[config.mk]
export PLATFORM = sky130hd
export DESIGN_NAME = fwp_core
export DESIGN_NICKNAME = d
export VERILOG_FILES = /design/src/verilog/fwp_pkg.sv /design/src/verilog/fwp_core.sv /design/src/verilog/fwp_range_decode.sv
export SDC_FILE = /design/constraint.sdc
export NUM_CORES = 2
export LEC_CHECK = 0
export BUFFER_PORTS_ARGS = -buffer_cell sky130_fd_sc_hd__buf_2
export CELL_PAD_IN_SITES_DETAIL_PLACEMENT = 2
export CELL_PAD_IN_SITES_GLOBAL_PLACEMENT = 2
export CORE_MARGIN = 2
export CORE_UTILIZATION = 39
export CTS_CLUSTER_SIZE = 12
export DETAILED_ROUTE_END_ITERATION = 10
export PLACE_DENSITY = 0.85
export SKIP_CTS_REPAIR_TIMING = 1
export SYNTH_ARGS = -nofsm -noshare
export SYNTH_HDL_FRONTEND = slang
export SYNTH_HIERARCHICAL = 1
export SYNTH_SLANG_ARGS = --single-unit
export TNS_END_PERCENT = 20
[constraint.sdc]
create_clock -name core_clk_in -period 16.45 [get_ports core_clk_in]
set_input_delay 3.29 -clock core_clk_in [delete_from_list [all_inputs] [get_ports core_clk_in]]
set_output_delay 3.29 -clock core_clk_in [all_outputs]
set_load 0.01 [all_outputs]
[src/verilog/fwp_pkg.sv]
package fwp_pkg;

	// Opcodes.
	localparam logic [7:0] OP_WRITE_ENABLE     = 8'h06;
	localparam logic [7:0] OP_WRITE_DISABLE    = 8'h04;
	localparam logic [7:0] OP_WRITE_STATUS     = 8'h01;
	localparam logic [7:0] OP_WRITE_STATUS2    = 8'h11;
	localparam logic [7:0] OP_PAGE_PROGRAM     = 8'h02;
	localparam logic [7:0] OP_QUAD_PROGRAM     = 8'h32;
	localparam logic [7:0] OP_SECTOR_ERASE     = 8'h20;
	localparam logic [7:0] OP_BLOCK_ERASE_32K  = 8'h52;
	localparam logic [7:0] OP_BLOCK_ERASE      = 8'hD8;
	localparam logic [7:0] OP_CHIP_ERASE       = 8'hC7;
	localparam logic [7:0] OP_CHIP_ERASE_ALT   = 8'h60;
	localparam logic [7:0] OP_DEEP_POWER_DOWN  = 8'hB9;
	localparam logic [7:0] OP_RELEASE_PD       = 8'hAB;
	localparam logic [7:0] OP_INDIV_UNLOCK     = 8'h39;
	localparam logic [7:0] OP_INDIV_LOCK       = 8'h36;
	localparam logic [7:0] OP_GLOBAL_LOCK      = 8'h7E;
	localparam logic [7:0] OP_GLOBAL_UNLOCK    = 8'h98;
	localparam logic [7:0] OP_DUAL_IO_READ     = 8'hBB;
	localparam logic [7:0] OP_QUAD_IO_READ     = 8'hEB;

	// Dummy cycle counts.
	localparam logic [3:0] DUMMY_DUAL_LOW      = 4'h4;
	localparam logic [3:0] DUMMY_DUAL_HIGH     = 4'h8;
	localparam logic [3:0] DUMMY_QUAD_LOW      = 4'h6;
	localparam logic [3:0] DUMMY_QUAD_HIGH     = 4'hA;

	// Array geometry (24-bit byte address).
	localparam int          ADDR_W             = 24;
	localparam int          BLOCK_LSB          = 16;
	localparam int          SECTOR_LSB         = 12;
	localparam int          NUM_BLOCKS         = 256;
	localparam int          NUM_LOCKS          = 542;
	localparam int          LOCK_IDX_W         = 10;
	localparam logic [7:0]  TOP_BLOCK          = 8'hFF;
	localparam logic [7:0]  BOTTOM_BLOCK       = 8'h00;
	localparam logic [9:0]  BOTTOM_SECTOR_BASE = 10'h000;
	localparam logic [9:0]  MID_BLOCK_BASE     = 10'h00F;
	localparam logic [9:0]  TOP_SECTOR_BASE    = 10'h20E;
	localparam logic [2:0]  LEVEL_NONE         = 3'h0;
	localparam logic [2:0]  LEVEL_ALL          = 3'h7;

	// Status protect mode encodings.
	localparam logic [1:0]  SPM_SOFTWARE       = 2'h0;
	localparam logic [1:0]  SPM_HARDWARE       = 2'h1;

	// Power-up command delay.
	localparam int          CLK_MHZ            = 200;
	localparam int          POWERUP_DELAY_US   = 300;
	localparam int          POWERUP_CYCLES     = POWERUP_DELAY_US * CLK_MHZ;
	localparam int          PU_CNT_W           = 17;

	// Command classes.
	typedef enum logic [2:0] {
		FWP_CLS_OTHER,
		FWP_CLS_ARRAY,
		FWP_CLS_CHIP,
		FWP_CLS_STATUS,
		FWP_CLS_LOCK
	} fwp_cls_e;

endpackage

[src/verilog/fwp_core.sv]
`timescale 1ns/100ps
// Summary of operation
// - Dual-IO read dummy cycles: 4, or 8.
// - Quad-IO read dummy cycles: 6, or 10.
// - Write commands need whole-byte length.
// - No commands during power-on reset.
// - Reject commands for power-up delay.
// - Power-up clears write enable latch.
// - Writes need write enable latch set.
// - Completed write operation clears latch.
// - Deep power-down accepts only release.
// - 254 block locks plus 32 sector locks.
// - Locked units reject program and erase.
// - Power-on sets every lock bit.
// - Unlock command clears addressed lock bit.
// - Scheme select picks range or locks.
// - Block-level range map, top or bottom.
// - Sector-level range map, 4 to 32 KB.
// - Any overlap with protection blocks command.
// - Hardware mode with pin low blocks status.
// - Granularity select: sectors or blocks.
module fwp_core
	import fwp_pkg::*;
#(
	parameter int POWERUP_DELAY_CYCLES = POWERUP_CYCLES
)
(
	// Clock and reset
	input  wire logic              core_clk_in,
	input  wire logic              sys_rst_in,
	// Decoded command from the serial front end, sampled at chip-select rise
	input  wire logic              cmd_end_in,
	input  wire logic [7:0]        cmd_opcode_in,
	input  wire logic [ADDR_W-1:0] cmd_addr_in,
	input  wire logic [5:0]        cmd_bit_count_in,
	// Completion of an internal program, erase or status-write cycle
	input  wire logic              op_done_in,
	// Write-protect pin, asynchronous
	input  wire logic              write_protect_pin_n_in,
	// Protection configuration from the status registers
	input  wire logic              protect_scheme_select_in,
	input  wire logic              complement_protect_in,
	input  wire logic              top_bottom_select_in,
	input  wire logic              granularity_select_in,
	input  wire logic              block_protect_level_hi_in,
	input  wire logic              block_protect_level_mid_in,
	input  wire logic              block_protect_level_lo_in,
	input  wire logic              status_protect_mode_hi_in,
	input  wire logic              status_protect_mode_lo_in,
	input  wire logic              dummy_cycle_select_in,
	// Read command whose latency is wanted
	input  wire logic [7:0]        read_opcode_in,
	// Decision outputs
	output logic                   start_array_op_out,
	output logic                   start_chip_erase_out,
	output logic                   start_status_write_out,
	output logic                   cmd_rejected_out,
	output logic                   write_enable_latch_out,
	output logic                   deep_power_down_out,
	output logic                   ready_out,
	output logic [3:0]             dummy_cycles_out
);

	logic                  wp_meta_reg;
	logic                  wp_sync_reg;
	logic [PU_CNT_W-1:0]   pu_cnt_reg;
	logic                  ready_reg;
	logic                  wel_reg;
	logic                  dpd_reg;
	logic [NUM_LOCKS-1:0]  lock_reg;
	fwp_cls_e              cls;
	logic [ADDR_W-1:0]     span_end;
	logic                  byte_aligned;
	logic                  range_hit;
	logic [LOCK_IDX_W-1:0] lock_idx;
	logic                  lock_hit;
	logic [NUM_LOCKS-1:0]  lock_in_span;
	logic [ADDR_W-1:0]     range_start;
	logic [ADDR_W-1:0]     range_end;
	logic                  array_protected;
	logic                  status_locked;
	logic                  accept;
	logic [2:0]            level;

	assign level = {block_protect_level_hi_in, block_protect_level_mid_in,
		block_protect_level_lo_in};

	// The pin crosses in from outside, so it is synchronised before use.
	always_ff @(posedge core_clk_in) begin
		if (sys_rst_in) begin
			wp_meta_reg <= 1'b0;
			wp_sync_reg <= 1'b0;
		end else begin
			wp_meta_reg <= write_protect_pin_n_in;
			wp_sync_reg <= wp_meta_reg;
		end
	end

	// Power-up lockout: reset holds everything off, then a fixed delay runs out.
	always_ff @(posedge core_clk_in) begin
		if (sys_rst_in) begin
			pu_cnt_reg <= '0;
			ready_reg  <= 1'b0;
		end else if (!ready_reg) begin
			// The count stops once ready is set, so it cannot wrap and drop ready again.
			if (pu_cnt_reg == PU_CNT_W'(POWERUP_DELAY_CYCLES - 1))
				ready_reg <= 1'b1;
			else
				pu_cnt_reg <= pu_cnt_reg + 1'b1;
		end
	end

	// Command classification.
	always_comb begin
		cls      = FWP_CLS_OTHER;
		span_end = cmd_addr_in;
		case (cmd_opcode_in)
			OP_PAGE_PROGRAM, OP_QUAD_PROGRAM: begin
				cls = FWP_CLS_ARRAY;
				span_end = {cmd_addr_in[ADDR_W-1:8], 8'hFF};
			end
			OP_SECTOR_ERASE: begin
				cls = FWP_CLS_ARRAY;
				span_end = {cmd_addr_in[ADDR_W-1:SECTOR_LSB], 12'hFFF};
			end
			OP_BLOCK_ERASE_32K: begin
				cls = FWP_CLS_ARRAY;
				span_end = {cmd_addr_in[ADDR_W-1:15], 15'h7FFF};
			end
			OP_BLOCK_ERASE: begin
				cls = FWP_CLS_ARRAY;
				span_end = {cmd_addr_in[ADDR_W-1:BLOCK_LSB], 16'hFFFF};
			end
			OP_CHIP_ERASE, OP_CHIP_ERASE_ALT: begin
				cls = FWP_CLS_CHIP;
			end
			OP_WRITE_STATUS, OP_WRITE_STATUS2: begin
				cls = FWP_CLS_STATUS;
			end
			OP_INDIV_UNLOCK, OP_INDIV_LOCK, OP_GLOBAL_LOCK, OP_GLOBAL_UNLOCK: begin
				cls = FWP_CLS_LOCK;
			end
			default: begin
				cls = FWP_CLS_OTHER;
			end
		endcase
	end

	// Span of the command as the protection checks see it; chip erase covers the array.
	always_comb begin
		if (cls == FWP_CLS_CHIP) begin
			range_start = '0;
			range_end   = '1;
		end else begin
			range_start = cmd_addr_in;
			range_end   = span_end;
		end
	end

	// Page program wraps within its page, but the span checked runs from the address to the page end.
	fwp_range_decode u_range (
		.level_in              (level),
		.top_bottom_select_in  (top_bottom_select_in),
		.granularity_select_in (granularity_select_in),
		.complement_protect_in (complement_protect_in),
		.start_addr_in         (range_start),
		.end_addr_in           (range_end),
		.hit_out               (range_hit)
	);

	// Map an address to its lock bit: sectors at the ends, blocks between.
	always_comb begin
		if (cmd_addr_in[ADDR_W-1:BLOCK_LSB] == BOTTOM_BLOCK)
			lock_idx = BOTTOM_SECTOR_BASE + 10'(cmd_addr_in[15:12]);
		else if (cmd_addr_in[ADDR_W-1:BLOCK_LSB] == TOP_BLOCK)
			lock_idx = TOP_SECTOR_BASE + 10'(cmd_addr_in[15:12]);
		else
			lock_idx = MID_BLOCK_BASE + 10'(cmd_addr_in[ADDR_W-1:BLOCK_LSB]);
	end

	// One span flag per lock bit. Each lock owns a fixed address unit, so the flag is a
	// plain overlap test against constants. The index gap between the last middle block
	// and the top sectors holds no unit; those bits never count, otherwise their reset
	// value of 1 would block every chip erase under the lock scheme for good.
	for (genvar i = 0; i < NUM_LOCKS; i++) begin : g_span
		localparam bit IS_BOTTOM = (i <= int'(MID_BLOCK_BASE));
		localparam bit IS_TOP    = (i >= int'(TOP_SECTOR_BASE));
		localparam bit IS_USED   = IS_BOTTOM || IS_TOP
			|| (i < int'(MID_BLOCK_BASE) + int'(TOP_BLOCK));
		localparam int UNIT_LO   = IS_BOTTOM ? (i << SECTOR_LSB)
			: IS_TOP ? ((int'(TOP_BLOCK) << BLOCK_LSB)
			+ ((i - int'(TOP_SECTOR_BASE)) << SECTOR_LSB))
			: ((i - int'(MID_BLOCK_BASE)) << BLOCK_LSB);
		localparam int UNIT_HI   = UNIT_LO + ((IS_BOTTOM || IS_TOP) ? (1 << SECTOR_LSB)
			: (1 << BLOCK_LSB)) - 1;
		always_comb begin
			lock_in_span[i] = 1'b0;
			if (IS_USED) begin
				if (32'(range_end) >= 32'(UNIT_LO) && 32'(range_start) <= 32'(UNIT_HI))
					lock_in_span[i] = 1'b1;
			end
		end
	end

	// Any set lock inside the span blocks the whole command.
	assign lock_hit = |(lock_reg & lock_in_span);

	assign array_protected = protect_scheme_select_in ? lock_hit : range_hit;
	assign status_locked   = status_protect_mode_hi_in
		|| ({status_protect_mode_hi_in, status_protect_mode_lo_in} == SPM_HARDWARE
		&& !wp_sync_reg);
	assign byte_aligned    = (cmd_bit_count_in[2:0] == 3'h0);

	// Acceptance of one completed command.
	always_comb begin
		accept = 1'b0;
		case (cls)
			FWP_CLS_ARRAY, FWP_CLS_CHIP: begin
				accept = wel_reg && byte_aligned && !array_protected;
			end
			FWP_CLS_STATUS: begin
				accept = wel_reg && byte_aligned && !status_locked;
			end
			FWP_CLS_LOCK: begin
				accept = wel_reg && byte_aligned;
			end
			default: begin
				accept = byte_aligned;
			end
		endcase
		if (!ready_reg)
			accept = 1'b0;
		if (dpd_reg && cmd_opcode_in != OP_RELEASE_PD)
			accept = 1'b0;
	end

	// Write enable latch. An accepted write enable in the same cycle as a completion
	// wins, so a host that re-arms early does not lose its enable.
	always_ff @(posedge core_clk_in) begin
		if (sys_rst_in) begin
			wel_reg <= 1'b0;
		end else if (cmd_end_in && accept && cmd_opcode_in == OP_WRITE_ENABLE) begin
			wel_reg <= 1'b1;
		end else if (cmd_end_in && accept && cmd_opcode_in == OP_WRITE_DISABLE) begin
			wel_reg <= 1'b0;
		end else if (op_done_in) begin
			wel_reg <= 1'b0;
		end else if (cmd_end_in && accept && cls == FWP_CLS_LOCK) begin
			wel_reg <= 1'b0;
		end
	end

	// Deep power-down state.
	always_ff @(posedge core_clk_in) begin
		if (sys_rst_in) begin
			dpd_reg <= 1'b0;
		end else if (cmd_end_in && accept) begin
			if (cmd_opcode_in == OP_DEEP_POWER_DOWN)
				dpd_reg <= 1'b1;
			else if (cmd_opcode_in == OP_RELEASE_PD)
				dpd_reg <= 1'b0;
		end
	end

	// Individual lock array, one generate slice per lock bit.
	for (genvar i = 0; i < NUM_LOCKS; i++) begin : g_lock
		always_ff @(posedge core_clk_in) begin
			if (sys_rst_in) begin
				lock_reg[i] <= 1'b1;
			end else if (cmd_end_in && accept) begin
				if (cmd_opcode_in == OP_GLOBAL_LOCK)
					lock_reg[i] <= 1'b1;
				else if (cmd_opcode_in == OP_GLOBAL_UNLOCK)
					lock_reg[i] <= 1'b0;
				else if (cmd_opcode_in == OP_INDIV_UNLOCK && lock_idx == LOCK_IDX_W'(i))
					lock_reg[i] <= 1'b0;
				else if (cmd_opcode_in == OP_INDIV_LOCK && lock_idx == LOCK_IDX_W'(i))
					lock_reg[i] <= 1'b1;
			end
		end
	end

	// Start strobes, one cycle after the command ends.
	always_ff @(posedge core_clk_in) begin
		if (sys_rst_in) begin
			start_array_op_out     <= 1'b0;
			start_chip_erase_out   <= 1'b0;
			start_status_write_out <= 1'b0;
		end else begin
			start_array_op_out     <= cmd_end_in && accept && cls == FWP_CLS_ARRAY;
			start_chip_erase_out   <= cmd_end_in && accept && cls == FWP_CLS_CHIP;
			start_status_write_out <= cmd_end_in && accept && cls == FWP_CLS_STATUS;
		end
	end

	// Reject flag, in the same cycle as a start strobe would have come.
	always_ff @(posedge core_clk_in) begin
		if (sys_rst_in) begin
			cmd_rejected_out <= 1'b0;
		end else begin
			cmd_rejected_out <= cmd_end_in && !accept;
		end
	end

	// Read latency selection. The host must pick the longer setting for fast clocks;
	// nothing here checks the clock rate.
	always_ff @(posedge core_clk_in) begin
		if (sys_rst_in) begin
			dummy_cycles_out <= DUMMY_DUAL_LOW;
		end else if (read_opcode_in == OP_QUAD_IO_READ) begin
			dummy_cycles_out <= dummy_cycle_select_in ? DUMMY_QUAD_HIGH : DUMMY_QUAD_LOW;
		end else begin
			dummy_cycles_out <= dummy_cycle_select_in ? DUMMY_DUAL_HIGH : DUMMY_DUAL_LOW;
		end
	end

	// Mirrors of internal state.
	always_ff @(posedge core_clk_in) begin
		if (sys_rst_in) begin
			write_enable_latch_out <= 1'b0;
			deep_power_down_out    <= 1'b0;
		end else begin
			write_enable_latch_out <= wel_reg;
			deep_power_down_out    <= dpd_reg;
		end
	end

	// Ready mirror; it trails the internal flag, so a host polling it never sends early.
	always_ff @(posedge core_clk_in) begin
		if (sys_rst_in) begin
			ready_out <= 1'b0;
		end else begin
			ready_out <= ready_reg;
		end
	end

endmodule

[src/verilog/fwp_range_decode.sv]
`timescale 1ns/100ps
// Turns the protect bits into a protected address window [lo, hi] and a hit flag for the query range.
module fwp_range_decode
	import fwp_pkg::*;
(
	// Protect configuration
	input  wire logic [2:0]        level_in,
	input  wire logic              top_bottom_select_in,
	input  wire logic              granularity_select_in,
	input  wire logic              complement_protect_in,
	// Query range
	input  wire logic [ADDR_W-1:0] start_addr_in,
	input  wire logic [ADDR_W-1:0] end_addr_in,
	// Result
	output logic                   hit_out
);

	logic [ADDR_W-1:0] size_m1;
	logic              none_sel;
	logic              all_sel;
	logic [ADDR_W-1:0] lo;
	logic [ADDR_W-1:0] hi;
	logic              overlap;
	logic              covered;

	always_comb begin
		none_sel = (level_in == LEVEL_NONE);
		all_sel  = (level_in == LEVEL_ALL);
		size_m1  = '0;
		if (granularity_select_in) begin
			// Level 10x saturates at 32 KB, same as 110.
			if (level_in[2])
				size_m1 = 24'h007FFF;
			else
				size_m1 = ADDR_W'((24'h000800 << level_in) - 24'h1);
		end else begin
			size_m1 = ADDR_W'((24'h020000 << level_in) - 24'h1);
		end
		if (top_bottom_select_in) begin
			lo = 24'h000000;
			hi = size_m1;
		end else begin
			lo = 24'hFFFFFF - size_m1;
			hi = 24'hFFFFFF;
		end
		if (all_sel) begin
			lo = 24'h000000;
			hi = 24'hFFFFFF;
		end
		overlap = !none_sel && !(end_addr_in < lo || start_addr_in > hi);
		covered = !none_sel && start_addr_in >= lo && end_addr_in <= hi;
		// Inverted map protects everything outside the window, so a command is blocked
		// unless it lies wholly inside the selected window.
		if (complement_protect_in)
			hit_out = !covered;
		else
			hit_out = overlap;
	end

endmodule
Word level (Yosys, flattened, before mapping)

Index checks and enable logic that the tools add are counted.

Register bits after elaboration: 575
Input bits: 61
Output and inout bits: 11
Word-level logic and storage cells: 6683

$add $sub $neg: 6
$lt $le $gt $ge: 574
Equality and inequality tests: 568
Shift-type cells: 2
Mux-type cells: 2482
Bitwise logic cells: 3
Reductions and logical operators: 2492

Operator list:

| operator                                               | number |
|---|---|
| >= comparator 24 bit (second input constant)           | 143 |
| <= comparator 24 bit (second input constant)           | 142 |
| equality test 10 x 9 -> 1 bit (second input constant)  | 256 |
| two-way mux 1 bit                                      | 2466 |
| nonzero test 4 bit                                     | 543 |
| >= comparator 24 x 23 -> 1 bit (second input constant) | 64 |
| <= comparator 24 x 23 -> 1 bit (second input constant) | 64 |
| logical AND 1 bit                                      | 1384 |
| equality test 10 x 8 -> 1 bit (second input constant)  | 128 |
| AND reduction 2 bit                                    | 544 |
| >= comparator 24 x 22 -> 1 bit (second input constant) | 32 |
| <= comparator 24 x 22 -> 1 bit (second input constant) | 32 |
| equality test 10 x 7 -> 1 bit (second input constant)  | 64 |
| bitwise AND 542 bit                                    | 1 |
| OR reduction 542 bit                                   | 1 |
| >= comparator 24 x 21 -> 1 bit (second input constant) | 16 |
| <= comparator 24 x 21 -> 1 bit (second input constant) | 16 |
| equality test 10 x 6 -> 1 bit (second input constant)  | 32 |
| equality test 10 bit (second input constant)           | 30 |
| >= comparator 24 x 16 -> 1 bit (second input constant) | 8 |
| >= comparator 24 x 20 -> 1 bit (second input constant) | 8 |
| <= comparator 24 x 16 -> 1 bit (second input constant) | 8 |
| <= comparator 24 x 20 -> 1 bit (second input constant) | 8 |
| two-way mux 24 bit                                     | 8 |
| other kinds (57)                                       | 129 |

Depth between registers and ports, before layout

Word-level depth: 24
Gate-level depth with buffers: 26
Mapped depth without buffers: 19

Hierarchy

The synthesis kept the hierarchy.

Modules (own cells, without submodules):

| module           | times used | cells each | area each (µm²) | sequential area each (µm²) |
|---|---|---|---|---|
| fwp_core         | 1          | 3263       | 22258.8         | 6366.1 |
| fwp_range_decode | 1          | 191        | 1440.1          | 0.0 |

Worst setup path after synthesis

OpenSTA, ideal clock, no wires.

Kind: in2reg
Start point: input cmd_opcode_in[0]
End point: register lock_reg[162]
Setup time: 0.127 ns
Data arrival time: 8.694 ns
Required time: 16.323 ns
Slack: 7.629 ns
Stages on the path: 25
Path buffers: 9
Cell sequence: buf_6 -> or4b_4 -> o32ai_2 -> clkbuf_1 -> buf_2 -> buf_2 -> buf_2 -> clkbuf_1 -> nor2_1 -> ha_1 -> a21oi_1 -> a2111oi_0 -> a2111oi_0 -> o221a_1 -> o21ba_1 -> o211ai_1 -> or3_1 -> o31a_1 -> o22ai_2 -> nand2_1 -> buf_2 -> buf_2 -> buf_2 -> o21a_1 -> or3_1

Word-level cells in the longest chain between the ends: 18
Elaborated cells between the ends (all ways): 1196
Those cells by class: order compare: 574; eq/ne: 18; mux: 298; bitwise: 1; reduce/logical: 305

Ends and longest elaborated chain:

| what                                                        | RTL line                                       | text |
|---|---|---|
| start, declared                                             | fwp_core.sv:33                                 | `input wire logic [7:0] cmd_opcode_in,` |
| equality test 8 bit (tied with other cells)                 | fwp_core.sv:117                                | `case (cmd_opcode_in)` |
| OR reduction 5 bit (no line) (tied with other cells)        | -                                              |  |
| one-hot mux 3 bit (4 select lines) *                        | fwp_core.sv:117                                |  |
| equality test 3 x 2 -> 1 bit *                              | fwp_core.sv:151                                | `if (cls == FWP_CLS_CHIP) begin` |
| two-way mux 24 bit *                                        | fwp_core.sv:151                                |  |
| via range_start[17]                                         | fwp_core.sv:78                                 | `logic [ADDR_W-1:0] range_start;` |
| > comparator 24 bit or >= comparator 24 bit (tied branches) | fwp_range_decode.sv:50, fwp_range_decode.sv:51 |  |
| logical OR 1 bit or logical AND 1 bit (tied branches)       | fwp_range_decode.sv:50, fwp_range_decode.sv:51 |  |
| [... 3 more ...]                                            | -                                              |  |
| via range_hit                                               | fwp_core.sv:74                                 | `logic range_hit;` |
| two-way mux 1 bit *                                         | fwp_core.sv:208                                | `assign array_protected = protect_scheme_select_in ? lock_hit : range_hit;` |
| zero test 1 bit *                                           | fwp_core.sv:219                                | `accept = wel_reg && byte_aligned && !array_protected;` |
| logical AND 1 bit *                                         | fwp_core.sv:219                                |  |
| one-hot mux 1 bit (3 select lines) *                        | fwp_core.sv:217                                | `case (cls)` |
| two-way mux 1 bit *                                         | fwp_core.sv:231                                | `if (!ready_reg)` |
| two-way mux 1 bit *                                         | fwp_core.sv:233                                | `if (dpd_reg && cmd_opcode_in != OP_RELEASE_PD)` |
| logical AND 1 bit *                                         | fwp_core.sv:270                                | `end else if (cmd_end_in && accept) begin` |
| AND reduction 2 bit (no line) *                             | -                                              |  |
| end signal, assigned by index                               | fwp_core.sv:269                                | `lock_reg[i] <= 1'b1;` |
| end signal, assigned by index                               | fwp_core.sv:272                                | `lock_reg[i] <= 1'b1;` |
| end signal, assigned by index                               | fwp_core.sv:274                                | `lock_reg[i] <= 1'b0;` |
| end, declared                                               | fwp_core.sv:70                                 | `logic [NUM_LOCKS-1:0] lock_reg;` |

The timed path passes the listed nets; every way through them passes the cells marked *.
A chain may end at the register's enable or synchronous reset.

Final worst setup path

Start point: input cmd_opcode_in[5]
End point: register lock_reg[231]

Word-level cells in the longest chain between the ends: 18
Elaborated cells between the ends (all ways): 1196
Those cells by class: order compare: 574; eq/ne: 18; mux: 298; bitwise: 1; reduce/logical: 305

Ends and longest elaborated chain:

| what                                                 | RTL line               | text |
|---|---|---|
| equality test 8 bit (tied with other cells)          | fwp_core.sv:117        |  |
| OR reduction 5 bit (no line) (tied with other cells) | -                      |  |
| one-hot mux 3 bit (4 select lines)                   | fwp_core.sv:117        |  |
| equality test 3 x 2 -> 1 bit                         | fwp_core.sv:151        |  |
| two-way mux 24 bit *                                 | fwp_core.sv:151        |  |
| via range_end[11]                                    | fwp_core.sv:79         | `logic [ADDR_W-1:0] range_end;` |
| less-than comparator 24 bit                          | fwp_range_decode.sv:50 | `overlap = !none_sel && !(end_addr_in < lo \|\| start_addr_in > hi);` |
| logical OR 1 bit                                     | fwp_range_decode.sv:50 |  |
| [... 3 more ...]                                     | -                      |  |
| via range_hit                                        | fwp_core.sv:74         |  |
| two-way mux 1 bit *                                  | fwp_core.sv:208        |  |
| zero test 1 bit *                                    | fwp_core.sv:219        |  |
| logical AND 1 bit *                                  | fwp_core.sv:219        |  |
| one-hot mux 1 bit (3 select lines) *                 | fwp_core.sv:217        |  |
| two-way mux 1 bit *                                  | fwp_core.sv:231        |  |
| two-way mux 1 bit *                                  | fwp_core.sv:233        |  |
| logical AND 1 bit *                                  | fwp_core.sv:270        |  |
| AND reduction 2 bit (no line) *                      | -                      |  |

Marked as above.

==> results_dict.tcl <==
set metrics [dict create \
    htreeDepth 2 \
    r2r-end "lock_reg[231]$_SDFFE_PP1P_" \
    final_nets 3378 \
    largest_reg_flops 286 \
    r2r_start "ready_reg$_SDFF_PP0_" \
    synth.largest_area_cell "dfxtp_1" \
    synthDistinctLibCells 86 \
    finalNonFillerCells 4075 \
    async_flop_share_pct 0 \
    post-route-drc-count 0 \
    fin_tns_setup_ps 0 \
    ys_warn_count 6 \
    syn_nets 3570 \
    core_mm2 0.0602 \
    ff2ff_path_depth 8 \
    place.gp.congestion 1.05 \
    rsz0062_at_grt "false" \
    drtPass1Iterations 8 \
    ir_drop_uv 74.0 \
    via_per_inst 7.44 \
    cap_violations 0 \
    finalWorstSetupSlack_ps 5930 \
    dp_slack_ps 5570 \
    dr.first_iter.drc_count 3834 \
    maxSlewHeadroom_pct 2.84 \
    maxSlewViolCount 0 \
    fin_crit_ps 10520 \
    avgRoutedWirePerCell_um 35.4 \
    core.rowCount 90 \
    wirelength_um 144000 \
    hold_violations 0 \
    cp_max_fo 86 \
    startpoint_type "primary input" \
    finalInstanceArea_mm2 0.0256 \
    critical_path_class "in2reg" \
    synth.most_common_cell "a21oi_1" \
    min_path_type "reg2reg" \
    clockRootBuffer "clkbuf_16" \
    antenna_left 0 \
    clk_latency_ps 630 \
    cts_tree "yes" \
    n_fill_cell 7086 \
    fmax_ghz 0.0951 \
    final.setup_skew_ps 60.1 \
    start_util_pct 39.3 \
    min_to "lock_reg[239]$_SDFFE_PP1P_" \
    status "complete, no violations" \
    synth.avg_cell_area_um2 6.86 \
    pwr-share-seq_pct 37.9 \
    dp.cells 4000 \
    via_count 30338 \
    post-route-period-util_pct 63.9 \
    antenna_found_initial 13 \
    ys_seq_area_share_pct 26.9 \
    drive_gt1_share_pct 8.70 \
    switching_share_pct 31.7 \
    p_comb_share_pct 15.0 \
    syn_inst 3454 \
    setup_viol 0 \
    yosys-top-cells-count "a21oi_1 (510), o21ai_0 (451), nand2_1 (335)" \
    grt-ovfl-total 0 \
    grt_pass1_vias 31187 \
    yosysTopAreaCellShare_pct 26.9 \
    syn2layout_area_growth_pct 8.23 \
    placed_area_mm2 0.0243 \
    worst_slew_pin_slew_ps 1440 \
    dp_hpwl_um 93700 \
    clk_path_buf_depth 3 \
    rrSetupSlack_ps 11830 \
    netlist_area_mm2 0.0237 \
    final_core_util_pct 42.6 \
    worstHoldStart "lock_reg[239]$_SDFFE_PP1P_" \
    ys_ff_latch 318 \
    cts.clk_slew.worst_paths_ps 70 \
    yosys_most_used_dff "dfxtp_1" \
    whs_path_depth 2 \
    p_clk_share_pct 47.1 \
    clkSinkCount 318 \
    power.leakage_nw 8.24 \
    io_buffers 67 \
    die_area_mm2 0.0628 \
    grtUsageTotal_pct 44.7 \
    crit_arrival_ps 11070 \
    io_pins 72 \
    die_w_um 251 \
    powerDensity_mw_per_mm2 79.4 \
    power.internal_w 0.00139 \
    power_switching_w 0.000646 \
    cp.required_ps 17000 \
    crit_path_end_kind "register" \
    die_h_um 251 \
    synth_edf_count 0 \
    cts_inserted_buffers 42 \
    synth_area_leaders "dfxtp_1 (27%), a21oi_1 (11%), o21ai_0 (9.5%), nand2_1 (5.3%), a2111oi_0 (4.8%)" \
    grt_max_degree 251 \
    grt_pass1_wl_um 211000 \
]
## worst max-delay path, stage by stage
cell and delay [ps]:
buf_2 210, or4b_1 300, o32a_4 400, buf_4 670
o211ai_1 570, or2_2 480, ha_1 300, o211ai_1 200
a21oi_1 90, a211oi_1 310, o31ai_1 130, o21ai_0 150
o211ai_1 220, or3_1 400, o31a_1 120, o22ai_2 330
and2_4 410, buf_4 840, buf_4 990, a31oi_1 320
nand2_1 150
## per-layer routing
metal	global-route usage [%]	vias to the layer above	share of wire, %
li1	-	12520	-
met1	53.9	15237	38
met2	67.6	1932	43
met3	13.2	639	11
met4	32.1	10	8.3
met5	0.154	-	0.040
## worst max path at each step
stage	startpoint	to	slack, ps
2_1_floorplan	cmd_opcode_in[0]	lock_reg[162]$_SDFFE_PP1P_	7630
3_3_place_gp	cmd_opcode_in[5]	lock_reg[166]$_SDFFE_PP1P_	5770
3_5_place_dp	cmd_opcode_in[4]	lock_reg[231]$_SDFFE_PP1P_	5570
4_1_cts	cmd_opcode_in[5]	lock_reg[231]$_SDFFE_PP1P_	6170
5_1_grt	cmd_opcode_in[5]	lock_reg[18]$_SDFFE_PP1P_	5630
6_report	cmd_opcode_in[5]	lock_reg[231]$_SDFFE_PP1P_	5930
## placed cells by master (no fill, tap or decap), drive strengths merged, types with 11 or more instances in the layout
cell type,Yosys,layout
xor2,13,13
o31ai,12,12
buf,99,146
nor3,74,74
o2111ai,17,17
dfxtp,318,318
a31oi,135,135
or2,14,14
nand2b,17,17
or3,97,97
or4b,13,13
nand4b,11,11
nor2b,20,20
nand4bb,12,12
a22oi,16,16
a211oi,70,70
nor4,38,38
and3,12,12
o21a,84,84
nand4,70,70
ha,55,55
o21ai,451,451
a2111oi,130,130
nand2,335,335
o211ai,15,15
nor2,279,279
a21oi,510,510
a21o,17,17
nand3,51,51
inv,31,34
clkbuf,283,58
and2,33,33
## final cells by class
type,instances,area [um^2],share of cell area (%)
multi-input cells,2723,15800,61.8
clock inverters,11,148,0.576
flip-flops and latches,318,6370,24.8
well taps,782,978,3.81
repair buffers,146,976,3.80
diodes,6,15.0,0.0585
inverters,31,116,0.454
clock buffers,58,1210,4.72
## per-stage QoR
stage | hold WS [ps] | total power [W]
2_1_floorplan | 408 | 0.000955
3_3_place_gp | 416 | 0.00106
3_5_place_dp | 433 | 0.00107
4_1_cts | 443 | 0.00202
5_1_grt | 460 | 0.00208
6_report | 445 | 0.00204
## cell families after synthesis
kind of cell	after synthesis	share of synthesized area, %
mux	4	0.169
fa+ha+maj	55	2.90
buf+inv	413	7.06
xor+xnor	22	0.813
simple gates	1112	23.2
compound gates	1529	38.9
flops	318	26.9
other cells	1	0.0158
## power groups by stage
stage | Combinational (W) | Clock (W) | Sequential, W
floorplan | 0.000166 | 0 | 0.000789
global placement | 0.000273 | 0 | 0.000789
detailed placement | 0.000286 | 0 | 0.000789
CTS | 0.000288 | 0.000955 | 0.000772
global route | 0.000315 | 0.000990 | 0.000772
finish | 0.000305 | 0.000960 | 0.000772
(Power assumes the default switching activity.)
